`src/card_host_pkg.sv`:
```
package card_host_pkg;
  // Bus cycle kinds the host can issue
  typedef enum logic [3:0] {
    OP_MEM_BYTE_RD, OP_MEM_BYTE_WR, OP_MEM_WORD_RD, OP_MEM_WORD_WR,
    OP_MEM_ODD_RD, OP_MEM_ODD_WR, OP_IDE_TF_RD, OP_IDE_TF_WR,
    OP_IDE_PIO_RD, OP_IDE_PIO_WR, OP_IDE_CTL_RD, OP_IDE_CTL_WR,
    OP_IDE_DMA_RD, OP_IDE_DMA_WR
  } op_t;

  localparam int ADDR_W          = 11;
  localparam int DATA_W          = 16;
  // Strobe timing, nanoseconds as specified
  localparam int CLK_NS          = 100;
  localparam int SETUP_NS        = 100;
  localparam int STROBE_NS       = 300;
  localparam int HOLD_NS         = 100;
  localparam int SETUP_CYC       = (SETUP_NS + CLK_NS - 1) / CLK_NS;
  localparam int STROBE_CYC      = (STROBE_NS + CLK_NS - 1) / CLK_NS;
  localparam int HOLD_CYC        = (HOLD_NS + CLK_NS - 1) / CLK_NS;
  // Power-up mode capture: -OE held low this long selects true IDE
  localparam int PWR_NS          = 1000;
  localparam int PWR_CYC         = (PWR_NS + CLK_NS - 1) / CLK_NS;
  localparam logic [2:0] TF_FIRST = 3'h1;
  localparam logic [2:0] CTL_ALT  = 3'h6;
  localparam logic [2:0] CTL_DRV  = 3'h7;
  localparam logic [2:0] PIO_DATA = 3'h0;
  // Configuration index address bases
  localparam logic [10:0] MEM_DUP_BASE = 11'h400;
  localparam logic [10:0] PRI_BASE     = 11'h1F0;
  localparam logic [10:0] PRI_CTL      = 11'h3F6;
  localparam logic [10:0] SEC_BASE     = 11'h170;
  localparam logic [10:0] SEC_CTL      = 11'h376;
  localparam logic [1:0]  CFG_MEM      = 2'h0;
  localparam logic [1:0]  CFG_CONTIG   = 2'h1;
  localparam logic [1:0]  CFG_PRI      = 2'h2;
  localparam logic [1:0]  CFG_SEC      = 2'h3;
endpackage

```
`src/strobe_if.sv`:
```
`timescale 1ns/10ps
interface strobe_if;
  logic start;
  logic busy;
  logic step_setup;
  logic step_strobe;
  logic step_done;
  modport ctrl (output start, input busy, step_setup, step_strobe, step_done);
  modport tmr  (input start, output busy, step_setup, step_strobe, step_done);
endinterface

```
`src/strobe_timer.sv`:
```
`timescale 1ns/10ps
module strobe_timer
  import card_host_pkg::*;
(
  input wire logic clk,
  input wire logic rst,
  strobe_if.tmr    sif
);
  typedef enum logic [1:0] {T_IDLE, T_SETUP, T_STROBE, T_HOLD} tph_t;
  tph_t       ph_q, ph_d;
  logic [3:0] cnt_q, cnt_d;

  // Sequence setup, strobe and hold phases of one bus cycle
  always_comb begin
    ph_d  = ph_q;
    cnt_d = cnt_q;
    sif.step_setup  = 1'b0;
    sif.step_strobe = 1'b0;
    sif.step_done   = 1'b0;
    unique case (ph_q)
      T_IDLE: if (sif.start) begin
        ph_d  = T_SETUP;
        cnt_d = 4'(SETUP_CYC);
      end
      T_SETUP: if (cnt_q == 4'h1) begin
        ph_d  = T_STROBE;
        // One fixed slow cycle, never an advanced mode, so any card mix is safe
        cnt_d = 4'(STROBE_CYC);
        sif.step_setup = 1'b1;
      end else cnt_d = cnt_q - 4'h1;
      T_STROBE: if (cnt_q == 4'h1) begin
        ph_d  = T_HOLD;
        cnt_d = 4'(HOLD_CYC);
        sif.step_strobe = 1'b1;
      end else cnt_d = cnt_q - 4'h1;
      T_HOLD: if (cnt_q == 4'h1) begin
        ph_d = T_IDLE;
        sif.step_done = 1'b1;
      end else cnt_d = cnt_q - 4'h1;
    endcase
    sif.busy = (ph_q != T_IDLE);
  end

  always_ff @(posedge clk) begin
    if (rst) begin
      ph_q  <= T_IDLE;
      cnt_q <= 4'h0;
    end else begin
      ph_q  <= ph_d;
      cnt_q <= cnt_d;
    end
  end
endmodule // strobe_timer

```
`src/card_bus_host.sv`:
```
`timescale 1ns/10ps
module card_bus_host
  import card_host_pkg::*;
#(
  parameter int PWR_HOLD = PWR_CYC
) (
  input  wire logic                          clk,
  input  wire logic                          rst,
  // Request side
  input  wire logic                          req_valid,
  input  wire card_host_pkg::op_t            req_op,
  input  wire logic [card_host_pkg::ADDR_W-1:0] req_addr,
  input  wire logic [card_host_pkg::DATA_W-1:0] req_wdata,
  input  wire logic [1:0]                    cfg_index,
  input  wire logic                          power_up,
  input  wire logic                          ide_select,
  output logic                               req_ready,
  output logic                               rsp_valid,
  output logic [card_host_pkg::DATA_W-1:0]   rsp_rdata,
  output logic                               ide_mode,
  output logic                               card_power,
  // Card pins
  output logic [card_host_pkg::ADDR_W-1:0]   addr,
  output logic                               reg_n,
  output logic                               ce1_n,
  output logic                               ce2_n,
  output logic                               oe_n,
  output logic                               we_n,
  output logic                               iord_n,
  output logic                               iowr_n,
  output logic                               dmack_n,
  output logic [card_host_pkg::DATA_W-1:0]   d_out,
  output logic [1:0]                         d_oe,
  input  wire logic [card_host_pkg::DATA_W-1:0] d_in
);
  import card_host_pkg::*;

  typedef enum logic [1:0] {S_OFF, S_PWR, S_IDLE, S_CYCLE} st_t;

  strobe_if sif ();
  strobe_timer u_tmr (.clk(clk), .rst(rst), .sif(sif));

  st_t              st_q, st_d;
  logic [15:0]      pwr_q, pwr_d;
  logic             ide_q, ide_d;
  logic             pow_q, pow_d;
  op_t              op_q, op_d;
  logic [10:0]      addr_q, addr_d;
  logic [15:0]      wd_q, wd_d;
  logic [15:0]      rd_q, rd_d;
  logic             rv_q, rv_d;
  logic             rdy_q, rdy_d;
  logic             reg_q, reg_d, ce1_q, ce1_d, ce2_q, ce2_d;
  logic             oe_q, oe_d, we_q, we_d, iord_q, iord_d, iowr_q, iowr_d, dmack_q, dmack_d;
  logic [1:0]       doe_q, doe_d;
  logic             is_rd, is_mem, in_strobe;
  logic             req_mem, take;

  // Map a register offset onto the window of the current configuration; IRQ routing stays with the system
  function automatic logic [10:0] map_addr(input logic [1:0] ci, input logic [10:0] a);
    logic [10:0] r;
    r = a;
    unique case (ci)
      CFG_MEM:    r = a[10] ? (MEM_DUP_BASE | {1'b0, a[9:0]}) : {7'h00, a[3:0]};
      CFG_CONTIG: r = {a[10:4], a[3:0]};
      CFG_PRI:    r = (a[3:0] >= 4'hE) ? (PRI_CTL | {10'h000, a[0]})
                                       : (PRI_BASE | {8'h00, a[2:0]});
      CFG_SEC:    r = (a[3:0] >= 4'hE) ? (SEC_CTL | {10'h000, a[0]})
                                       : (SEC_BASE | {8'h00, a[2:0]});
    endcase
    return r;
  endfunction

  // A request reaches the pins only when sequencer and timer are idle and the op
  // belongs to the current mode; a refused op must not start the timer, or its
  // phantom phases would clip the strobe of the next real cycle
  assign req_mem   = (req_op inside {OP_MEM_BYTE_RD, OP_MEM_BYTE_WR, OP_MEM_WORD_RD,
                                     OP_MEM_WORD_WR, OP_MEM_ODD_RD, OP_MEM_ODD_WR});
  assign take      = (st_q == S_IDLE) && power_up && req_valid && rdy_q && !sif.busy && (ide_q != req_mem);
  assign sif.start = take;

  // Main sequencer: power-up strap, cycle setup and pin steering
  always_comb begin
    st_d = st_q; pwr_d = pwr_q; ide_d = ide_q; pow_d = pow_q;
    op_d = op_q; addr_d = addr_q; wd_d = wd_q; rd_d = rd_q;
    rv_d = 1'b0; rdy_d = rdy_q;
    reg_d = reg_q; ce1_d = ce1_q; ce2_d = ce2_q; oe_d = oe_q; we_d = we_q;
    iord_d = iord_q; iowr_d = iowr_q; dmack_d = dmack_q; doe_d = doe_q;
    is_rd  = (op_q inside {OP_MEM_BYTE_RD, OP_MEM_WORD_RD, OP_MEM_ODD_RD, OP_IDE_TF_RD,
                           OP_IDE_PIO_RD, OP_IDE_CTL_RD, OP_IDE_DMA_RD});
    is_mem = (op_q inside {OP_MEM_BYTE_RD, OP_MEM_BYTE_WR, OP_MEM_WORD_RD,
                           OP_MEM_WORD_WR, OP_MEM_ODD_RD, OP_MEM_ODD_WR});
    in_strobe = 1'b0;
    unique case (st_q)
      S_OFF: if (power_up) begin
        // Card power off to on: -OE grounded for the whole ramp selects IDE
        st_d  = S_PWR;
        pow_d = 1'b1;
        pwr_d = 16'(PWR_HOLD);
        ide_d = ide_select;
        oe_d  = ~ide_select;
      end
      S_PWR: if (!power_up) begin
        st_d = S_OFF; pow_d = 1'b0; ide_d = 1'b0; oe_d = 1'b1;
      end else if (pwr_q == 16'h0001) begin
        st_d = S_IDLE; oe_d = 1'b1; rdy_d = 1'b1;
      end else pwr_d = pwr_q - 16'h0001;
      S_IDLE: if (!power_up) begin
        st_d = S_OFF; pow_d = 1'b0; ide_d = 1'b0; rdy_d = 1'b0;
      end else if (req_valid && (ide_q == req_mem)) begin
        // True IDE never reaches memory space; PC Card never uses DMACK.
        // Refused ops leave every pin where it was and answer next cycle.
        rv_d = 1'b1; rd_d = 16'hFFFF;
      end else if (take) begin
        st_d = S_CYCLE; rdy_d = 1'b0;
        op_d = req_op;
        // Odd-only writes put their byte on the high lane, held in a register
        wd_d = (req_op == OP_MEM_ODD_WR) ? {req_wdata[7:0], 8'h00} : req_wdata;
        addr_d = ide_q ? req_addr : map_addr(cfg_index, req_addr);
        // Address, card enables and chip selects go out during setup
        reg_d = 1'b1; ce1_d = 1'b1; ce2_d = 1'b1; dmack_d = 1'b1;
        unique case (req_op)
          OP_MEM_BYTE_RD, OP_MEM_BYTE_WR: ce1_d = 1'b0;
          OP_MEM_WORD_RD, OP_MEM_WORD_WR: begin ce1_d = 1'b0; ce2_d = 1'b0; end
          OP_MEM_ODD_RD, OP_MEM_ODD_WR:   ce2_d = 1'b0;
          OP_IDE_TF_RD, OP_IDE_TF_WR:
            begin ce1_d = 1'b0; addr_d = {8'h00, (req_addr[2:0] == PIO_DATA) ? TF_FIRST : req_addr[2:0]}; end
          OP_IDE_PIO_RD, OP_IDE_PIO_WR:
            begin ce1_d = 1'b0; addr_d = {8'h00, PIO_DATA}; end
          OP_IDE_CTL_RD, OP_IDE_CTL_WR:
            begin ce2_d = 1'b0; addr_d = {8'h00, (req_op == OP_IDE_CTL_WR) ? CTL_ALT : req_addr[2:0]}; end
          OP_IDE_DMA_WR: begin ce1_d = 1'b0; dmack_d = 1'b0; end
          OP_IDE_DMA_RD: dmack_d = 1'b0;
          default: ;
        endcase
      end
      S_CYCLE: begin
        if (sif.step_setup) in_strobe = 1'b1;
        if (in_strobe) begin
          if (is_rd) begin
            if (is_mem) oe_d = 1'b0; else iord_d = 1'b0;
          end else begin
            if (is_mem) we_d = 1'b0; else iowr_d = 1'b0;
            // Drive only the lanes the card samples on this cycle
            doe_d = (op_q inside {OP_MEM_WORD_WR, OP_IDE_PIO_WR, OP_IDE_DMA_WR}) ? 2'b11 :
                    (op_q == OP_MEM_ODD_WR) ? 2'b10 : 2'b01;
          end
        end
        if (sif.step_strobe) begin
          // Capture on the strobe's trailing edge, card still driving
          unique case (op_q)
            OP_MEM_ODD_RD:  rd_d = {8'h00, d_in[15:8]};
            OP_MEM_WORD_RD, OP_IDE_PIO_RD, OP_IDE_DMA_RD: rd_d = d_in;
            default:        rd_d = {8'h00, d_in[7:0]};
          endcase
          oe_d = 1'b1; we_d = 1'b1; iord_d = 1'b1; iowr_d = 1'b1;
        end
        if (sif.step_done) begin
          ce1_d = 1'b1; ce2_d = 1'b1; dmack_d = 1'b1; doe_d = 2'b00;
          st_d = S_IDLE; rdy_d = 1'b1; rv_d = 1'b1;
          if (!is_rd) rd_d = 16'h0000;
        end
      end
    endcase
  end

  // Register everything that leaves the block
  always_ff @(posedge clk) begin
    if (rst) begin
      st_q <= S_OFF; pwr_q <= 16'h0000; ide_q <= 1'b0; pow_q <= 1'b0;
      op_q <= OP_MEM_BYTE_RD; addr_q <= 11'h000; wd_q <= 16'h0000; rd_q <= 16'h0000;
      rv_q <= 1'b0; rdy_q <= 1'b0;
      reg_q <= 1'b1; ce1_q <= 1'b1; ce2_q <= 1'b1; oe_q <= 1'b1; we_q <= 1'b1;
      iord_q <= 1'b1; iowr_q <= 1'b1; dmack_q <= 1'b1; doe_q <= 2'b00;
    end else begin
      st_q <= st_d; pwr_q <= pwr_d; ide_q <= ide_d; pow_q <= pow_d;
      op_q <= op_d; addr_q <= addr_d; wd_q <= wd_d; rd_q <= rd_d;
      rv_q <= rv_d; rdy_q <= rdy_d;
      reg_q <= reg_d; ce1_q <= ce1_d; ce2_q <= ce2_d; oe_q <= oe_d; we_q <= we_d;
      iord_q <= iord_d; iowr_q <= iowr_d; dmack_q <= dmack_d; doe_q <= doe_d;
    end
  end

  // Write data is lane-placed when the request is taken, so the pins come from flops
  assign d_out      = wd_q;
  assign addr       = addr_q;
  assign reg_n      = reg_q;
  assign ce1_n      = ce1_q;
  assign ce2_n      = ce2_q;
  assign oe_n       = oe_q;
  assign we_n       = we_q;
  assign iord_n     = iord_q;
  assign iowr_n     = iowr_q;
  assign dmack_n    = dmack_q;
  assign d_oe       = doe_q;
  assign req_ready  = rdy_q;
  assign rsp_valid  = rv_q;
  assign rsp_rdata  = rd_q;
  assign ide_mode   = ide_q;
  assign card_power = pow_q;
endmodule // card_bus_host

```
`config.mk`:
```
export PLATFORM = sky130hd
export DESIGN_NAME = card_bus_host
export DESIGN_NICKNAME = d
export VERILOG_FILES = /design/src/card_host_pkg.sv /design/src/strobe_if.sv /design/src/strobe_timer.sv /design/src/card_bus_host.sv
export SDC_FILE = /design/constraint.sdc
export NUM_CORES = 1
export LEC_CHECK = 0
export ABC_AREA = 1
export BUFFER_PORTS_ARGS = -buffer_cell sky130_fd_sc_hd__buf_2
export CAP_MARGIN = 10
export CORE_AREA = 2 2 129 131
export DETAILED_ROUTE_END_ITERATION = 10
export DIE_AREA = 0 0 131 133
export GPL_TIMING_DRIVEN = 0
export PLACE_DENSITY_LB_ADDON = 0.2
export SYNTH_ARGS = -nofsm -noshare
export SYNTH_HDL_FRONTEND = slang
export SYNTH_HIERARCHICAL = 1
export SYNTH_SLANG_ARGS = --single-unit
```
`constraint.sdc`:
```
create_clock -name clk -period 5.07 [get_ports clk]
set_clock_uncertainty 0.2 [all_clocks]
set_input_delay 0.507 -clock clk [delete_from_list [all_inputs] [get_ports clk]]
set_output_delay 0.507 -clock clk [all_outputs]
set_load 0.02 [all_outputs]
```
==> impl_metrics.json, run 1 <==
{
  "status": "finished clean",
  "gp_congestion": 0.8264,
  "io_pins": 111,
  "crit_fanout": 10,
  "tns_ns": 0,
  "critical-path-slowest-cell": "dfxtp_1",
  "grt.overflow.total": 0,
  "fmax_ghz": 0.4287,
  "htree_levels": 3,
  "drive_above_1_share": 0.2002,
  "power_density_nw_per_um2": 465.5,
  "viasPerCell": 4.583,
  "netlist-cell-type-count": 40,
  "crit_buf_inv": 4,
  "required_ns": 5.11,
  "finalMaxSlewViolations": 0,
  "synth_fp_nets": 791,
  "areaGrowthSynthToFinish_pct": 23.95,
  "drt_iter0_drc": 313,
  "critPathMaxStageDelay_ns": 0.34,
  "cp_top_family": "simple AND/OR/NAND/NOR gates",
  "num_rows": 47,
  "postRouteWirelength_microns": 14120,
  "finalNetCount": 911,
  "rsz0062_at_grt": "false",
  "critPathLaunchType": "register",
  "crit_top_cell": "nor2_1",
  "drc": 0,
  "yosys_register_bits": 84,
  "worstSetupEndpointType": "register",
  "port_buffers": 109,
  "synthArstFlopShare": 0,
  "cts.path.max_buffers": 2,
  "grt_pass1_wl_microns": 23280,
  "antenna_found_initial": 0,
  "reg2reg_from": "st_q[0]$_SDFFE_PP0P_",
  "leakagePower_uw": 0.002776,
  "grt_max_degree": 16,
  "synth-seq-area-share": 0.3556,
  "min-delay-start": "req_wdata[5]",
  "die_area_sq_um": 17420,
  "cts_sinks": 84,
  "critPathKind": "register to register",
  "syn_area_per_cell_sq_um": 6.531,
  "slew_headroom": 0.4994,
  "fin_ws_ns": 2.737,
  "first_pass_iters": 5,
  "post-place-ws_ns": 2.737,
  "tightest_slew_ns": 0.7508,
  "cp.arrival_ns": 2.37,
  "synth-edff-count": 0,
  "cts_root_buf": "clkbuf_16",
  "synthFlopType": "dfxtp_1",
  "wl_per_cell_microns": 13.21,
  "yosysWarnings": 6,
  "setup_viol": 0,
  "die_y_microns": 133,
  "syn_area_sq_um": 4728,
  "grt_use_total": 0.1679,
  "dr_total_vias": 4899,
  "period_needed_ns": 2.333,
  "initial_core_util": 0.2924,
  "fin_crit_sh": 0.4601,
  "cts-buffers-inserted": 9,
  "syn_inst": 724,
  "final_hold_viol_count": 0,
  "crit_start": "st_q[0]$_SDFFE_PP0P_",
  "cts_resized": 0,
  "cap_violations": 0,
  "coreArea_sq_um": 16170,
  "die_w_microns": 131,
  "cts_tree": "yes",
  "nFillCells": 1826,
  "grt_pass1_vias": 4548,
  "min_path_type": "input pin to register",
  "crit_path_cell_trace": "inv_1, ha_1, nand3_1, nor2_1, nand3_1, inv_1, buf_2, or2_4, nand2_2, inv_2, nor2_2, nor2_1, nor2_1",
  "insertion_delay_ns": 0.35,
  "ant_nets": 0,
  "clk_pin_slew_ns": 0.06,
  "hold_buffers": 0,
  "antennaDiodeCount": 0,
  "dp_hpwl_microns": 10810,
  "ir_drop_mv": 0.2110,
  "cts_setup_buffers": 0,
  "fin_hold_ws_ns": 0.2309
}
==> final cells by class <==
type | count | area [sq um] | area share
Timing Repair Buffer | 109 | 545.5 | 0.09308
Tap cell | 220 | 275.3 | 0.04697
Inverter | 76 | 285.3 | 0.04868
Multi-Input combinational cell | 537 | 2611 | 0.4456
Sequential cell | 84 | 1682 | 0.2869
Clock buffer | 10 | 239.0 | 0.04078
Clock inverter | 6 | 72.57 | 0.01238
Buffer | 27 | 150.1 | 0.02562
==> worst paths after layout <==
check                                endpoint  slack (ns)  cells past startpoint
setup reg to reg  u_tmr/cnt_q[1]$_SDFFE_PP0P_        2.74                     13
hold / removal          d_out[5]$_SDFFE_PP0P_        0.23                      3
hold reg to reg           iord_n$_SDFFE_PP1P_        0.25                      2
setup / recovery  u_tmr/cnt_q[1]$_SDFFE_PP0P_        2.74                     13
==> state kept, by name (all words and copies together) (netlist names) <==
| signal | cells |
|---|---|
| ce1_n | 1 |
| dmack_n | 1 |
| op_q | 4 |
| iord_n | 1 |
| d_out | 16 |
| iowr_n | 1 |
| ce2_n | 1 |
| u_tmr/ph_q | 2 |
| ide_mode | 1 |
| d_oe | 2 |
| oe_n | 1 |
| we_n | 1 |
| pwr_q | 16 |
| card_power | 1 |
| rsp_rdata | 16 |
| u_tmr/cnt_q | 4 |
| addr | 11 |
| st_q | 2 |
| req_ready | 1 |
| rsp_valid | 1 |
==> where the power goes <==
group | switching (uW) | internal (uW) | leakage (uW)
clock network | 295 | 400 | 0.000155
registers | 93.8 | 761 | 0.000681
logic | 759 | 419 | 0.00194
total | 1150 | 1580 | 0.00278
==> metrics by stage <==
step	instances	util	area (sq um)	total power, uW
floorplan	724	-	4728	1750
global placement	1053	0.3431	5549	2048
detailed placement	1053	0.3431	5549	2049
CTS	1069	0.3624	5861	2753
global route	1069	0.3624	5861	2979
finish	1069	0.3624	5861	2728
==> layer usage <==
metal,share of wire,vias to the layer above,GRT usage
li1,-,2577,-
met1,0.51,2175,0.2393
met2,0.42,134,0.2499
met3,0.058,13,0.03478
met4,0.013,0,0.05792
met5,0,-,0
==> layout by cell type, fill, tap and decap left out, types with 2 or more instances in the layout <==
cell	netlist	layout
o21ai_0	61	61
nor4_1	2	2
nand2_1	173	173
xnor2_1	2	2
xor2_1	5	5
nand2_2	6	6
nand4_1	4	4
nor2_2	6	6
buf_6	2	2
a31oi_1	2	2
a22oi_1	6	6
buf_4	7	7
dfxtp_1	84	84
clkbuf_1	11	11
clkinv_1	2	2
clkinv_4	0	3
nand3_1	50	50
nor2_1	121	121
clkbuf_16	0	9
o211ai_1	15	15
a21oi_1	46	46
ha_1	13	13
inv_1	72	72
a21oi_2	7	7
inv_2	2	2
nor2_4	2	2
nor3_1	3	3
buf_2	6	115
==> synthesized netlist by cell type, types with 2 or more instances <==
master / n / area share
a21oi_1: 46 / 0.049
a21oi_2: 7 / 0.013
a22oi_1: 6 / 0.0095
a31oi_1: 2 / 0.0026
buf_2: 6 / 0.0064
buf_4: 7 / 0.011
buf_6: 2 / 0.0048
clkbuf_1: 11 / 0.0087
clkinv_1: 2 / 0.0016
dfxtp_1: 84 / 0.36
ha_1: 13 / 0.034
inv_1: 72 / 0.057
inv_2: 2 / 0.0016
nand2_1: 173 / 0.14
nand2_2: 6 / 0.0079
nand3_1: 50 / 0.053
nand4_1: 4 / 0.0053
nor2_1: 121 / 0.096
nor2_2: 6 / 0.0079
nor2_4: 2 / 0.0048
nor3_1: 3 / 0.0032
nor4_1: 2 / 0.0026
o211ai_1: 15 / 0.024
o21ai_0: 61 / 0.065
xnor2_1: 2 / 0.0037
xor2_1: 5 / 0.0093
==> worst register-to-register path, cell delays in order (launching register included) <==
cell and delay, ns:
dfxtp_1 0.34, inv_1 0.09, ha_1 0.26, nand3_1 0.10
nor2_1 0.12, nand3_1 0.14, inv_1 0.18, buf_2 0.28
or2_4 0.19, nand2_2 0.08, inv_2 0.09, nor2_2 0.03
nor2_1 0.10, nor2_1 0.04
==> cells by family after synthesis <==
group,after synthesis,share of synthesized area
buffers and inverters,103,0.09209
adders and majority gates,13,0.03440
and+or+nand+nor,373,0.3302
other,1,0.0007931
xor gates and xnor gates,7,0.01297
AOI/OAI and AO/OA,143,0.1739
DFF,84,0.3556
(Power assumes the default switching activity.)
==> run 2, diff against run 1 <==
--- a/config.mk
+++ b/config.mk
@@ -5,12 +5,12 @@
 export SDC_FILE = /design/constraint.sdc
 export NUM_CORES = 1
 export LEC_CHECK = 0
-export ABC_AREA = 1
+export ABC_AREA = 0
 export BUFFER_PORTS_ARGS = -buffer_cell sky130_fd_sc_hd__buf_2
 export CAP_MARGIN = 10
-export CORE_AREA = 2 2 129 131
+export CORE_AREA = 2 2 125 127
 export DETAILED_ROUTE_END_ITERATION = 10
-export DIE_AREA = 0 0 131 133
+export DIE_AREA = 0 0 127 129
 export GPL_TIMING_DRIVEN = 0
 export PLACE_DENSITY_LB_ADDON = 0.2
 export SYNTH_ARGS = -nofsm -noshare
==> constraint.sdc (replaced) <==
create_clock -name clk -period 2.21 [get_ports clk]
set_clock_uncertainty 0.2 [all_clocks]
set_input_delay 0.221 -clock clk [delete_from_list [all_inputs] [get_ports clk]]
set_output_delay 0.221 -clock clk [all_outputs]
set_load 0.02 [all_outputs]
==> run 2 against run 1 <==
Net effect:
- the flow now finishes with violations (negative setup slack)
- non-clock buffer count up 57
- critical endpoint unchanged
- power rose by 47%
- first-iteration DRC count is 37% lower
- routed wire length rose by 0.90%
- clock-buffer cell count down 1
- via count shrank 4.3%
- critical path type unchanged
- synthesized area shrank 6.8%
- clock power is 110% higher
- register-to-register slack worse by 2.8 ns
- critical path depth shrank 1
- synthesized cell count is 25% lower
- sequential power is 95% higher
==> impl_metrics.json, run 2 <==
{
  "fin_util": 0.4312,
  "multi_input_area_sq_um": 2854,
  "period_needed_ns": 2.301,
  "fin_hold_ws_ns": 0.0007329,
  "reg2reg_from": "u_tmr/ph_q[1]$_SDFFE_PP0P_",
  "required_ns": 2.26,
  "rsz0062_at_grt": "true",
  "grt_pass1_vias": 4512,
  "syn_inst": 543,
  "cts_sinks": 84,
  "rrSetupSlack_ns": -0.09,
  "synth_fp_nets": 610,
  "min_to": "u_tmr/ph_q[1]$_SDFFE_PP0P_",
  "final_common_cell": "buf_2",
  "final_hold_viol_count": 0,
  "clk_pin_slew_ns": 0.07,
  "synth_top_area_frac": 0.3817,
  "dpl-instance-area_sq_um": 5221,
  "critPathKind": "register to register",
  "cp.arrival_ns": 2.35,
  "crit_fanout": 4,
  "fin_ws_ns": -0.09085,
  "drt_iter0_drc": 196,
  "tns_ns": -0.5720,
  "design_area_sq_um": 6459,
  "initial_core_util": 0.2942,
  "insertion_delay_ns": 0.35,
  "yosys_register_bits": 84,
  "power_density_nw_per_um2": 621.9,
  "ir_drop_mv": 0.3283,
  "reg2reg_to": "u_tmr/cnt_q[1]$_SDFFE_PP0P_",
  "fmax_ghz": 0.4346,
  "syn_area_per_cell_sq_um": 8.113,
  "mostFrequentLayoutCells": "buf_2, dfxtp_1, nand2_1",
  "yosys-top-cells-count": "dfxtp_1, nand2_1, a21oi_1",
  "critPathLaunchType": "register",
  "num_rows": 45,
  "cts-buffers-inserted": 9,
  "finalNetCount": 780,
  "cap_violations": 0,
  "antenna_found_initial": 0,
  "port_buffers": 108,
  "grt.overflow.total": 0,
  "synth_most_common_cell": "dfxtp_1",
  "wl_per_cell_microns": 15.73,
  "htree_levels": 3,
  "areaGrowthSynthToFinish_pct": 46.61,
  "grt_max_degree": 17,
  "yosysWarnings": 6,
  "post-place-ws_ns": -0.4170,
  "hold_path_depth": 2,
  "slew_headroom": 0.5086,
  "synth_largest_area_cell": "dfxtp_1",
  "antennaDiodeCount": 0,
  "register_area_sq_um": 1693,
  "drc": 0,
  "nFillCells": 1534,
  "drive_above_1_share": 0.3649,
  "violations": "negative setup slack",
  "synth-edff-count": 0,
  "netlist-cell-type-count": 72,
  "fin_crit_sh": 1.041,
  "tightest_slew_ns": 0.7371,
  "ant_nets": 0,
  "min-delay-start": "rst",
  "synthArstFlopShare": 0,
  "synth-seq-area-share": 0.3817,
  "min_path_type": "input pin to register",
  "die_area_sq_um": 16380,
  "gp_congestion": 0.8054,
  "die_w_microns": 127,
  "syn_area_sq_um": 4405,
  "r2r_cells": 12,
  "postRouteWirelength_microns": 14250,
  "leakagePower_uw": 0.002475,
  "setup_viol": 12,
  "die_y_microns": 129,
  "dr_total_vias": 4689,
  "cts_tree": "yes",
  "finalMaxSlewViolations": 0,
  "ys_top_cells_by_area": "dfxtp_1, nand2_1, a21oi_1",
  "dp_hpwl_microns": 9998,
  "io_pins": 111,
  "grt_pass1_wl_microns": 22090,
  "worstSetupEndpointType": "register",
  "cts.path.max_buffers": 2,
  "coreArea_sq_um": 14980,
  "cts_root_buf": "clkbuf_16",
  "status": "finished, violations left",
  "first_pass_iters": 4,
  "synthFlopType": "dfxtp_1",
  "viasPerCell": 5.175,
  "grt_use_total": 0.1667
}
-- run 2: per-stage QoR --
stage	power [uW]	std cells
after floorplan	2149	543
after global placement	2348	839
after detailed placement	2358	839
after CTS	3909	894
after global routing	4210	906
final	4016	906
-- run 2: worst max path at each step --
stage / cells past startpoint / slack (ns) / end / from
finish: 12 / -0.09 / u_tmr/cnt_q[1]$_SDFFE_PP0P_ / u_tmr/ph_q[1]$_SDFFE_PP0P_
CTS: 12 / -0.09 / u_tmr/cnt_q[1]$_SDFFE_PP0P_ / u_tmr/ph_q[1]$_SDFFE_PP0P_
global route: 12 / -0.20 / u_tmr/cnt_q[1]$_SDFFE_PP0P_ / u_tmr/ph_q[1]$_SDFFE_PP0P_
detailed placement: 9 / -0.42 / rsp_rdata[13]$_SDFFE_PP0P_ / u_tmr/cnt_q[1]$_SDFFE_PP0P_
floorplan: 12 / -0.08 / u_tmr/cnt_q[1]$_SDFFE_PP0P_ / u_tmr/ph_q[1]$_SDFFE_PP0P_
global placement: 9 / -0.40 / rsp_rdata[0]$_SDFFE_PP0P_ / u_tmr/cnt_q[1]$_SDFFE_PP0P_
-- run 2: power breakdown --
part	total, uW	internal, uW	switching [uW]
Sequential	1670	1580	87.8
Combinational	898	434	464
Clock	1450	778	671
Total	4020	2790	1220
-- run 2: critical path, cell delays in order, from the launching register on --
cell and delay (ns):
dfxtp_2 0.33, inv_2 0.07, ha_4 0.15, inv_6 0.04
nor4bb_4 0.24, mux2i_1 0.13, or2_4 0.29, inv_2 0.07
buf_6 0.10, buf_12 0.11, o22ai_4 0.07, or3_1 0.30
o32ai_1 0.10
-- run 2: per-layer routing --
layer  up-vias  global-route usage  part of all wire
met3        17             0.04200             0.056
met1      2229              0.2050              0.44
met2       125              0.2872              0.49
li1       2318                   -                 -
met4         0             0.05365             0.017
met5         -                   0                 0
-- run 2: layout make-up --
| type | instances | area share |
|---|---|---|
| plain buffers | 31 | 0.03526 |
| clock buffers | 9 | 0.03487 |
| well taps | 188 | 0.03642 |
| inverters | 17 | 0.01065 |
| repair buffers | 162 | 0.1701 |
| clock inverters | 7 | 0.008718 |
| flip-flops and latches | 84 | 0.2621 |
| multi-input cells | 408 | 0.4419 |
-- run 2: kinds of logic after synthesis --
kind of cell	count (synthesis)	share of synthesized area
xor+xnor	8	0.01591
flops	84	0.3817
other cells	1	0.0008512
simple gates	221	0.2508
compound gates	154	0.2411
buf+inv	51	0.04771
mux	11	0.02499
fa+ha+maj	13	0.03692
-- run 2: repair_timing --
action                     4_1_cts  5_1_grt
pin swaps                       16       33
hold endpoints to repair        20        0
hold buffers                    20        0
cloned                           0        4
resized for setup               41       77
setup endpoints to repair       66       72
setup buffers                   20       12
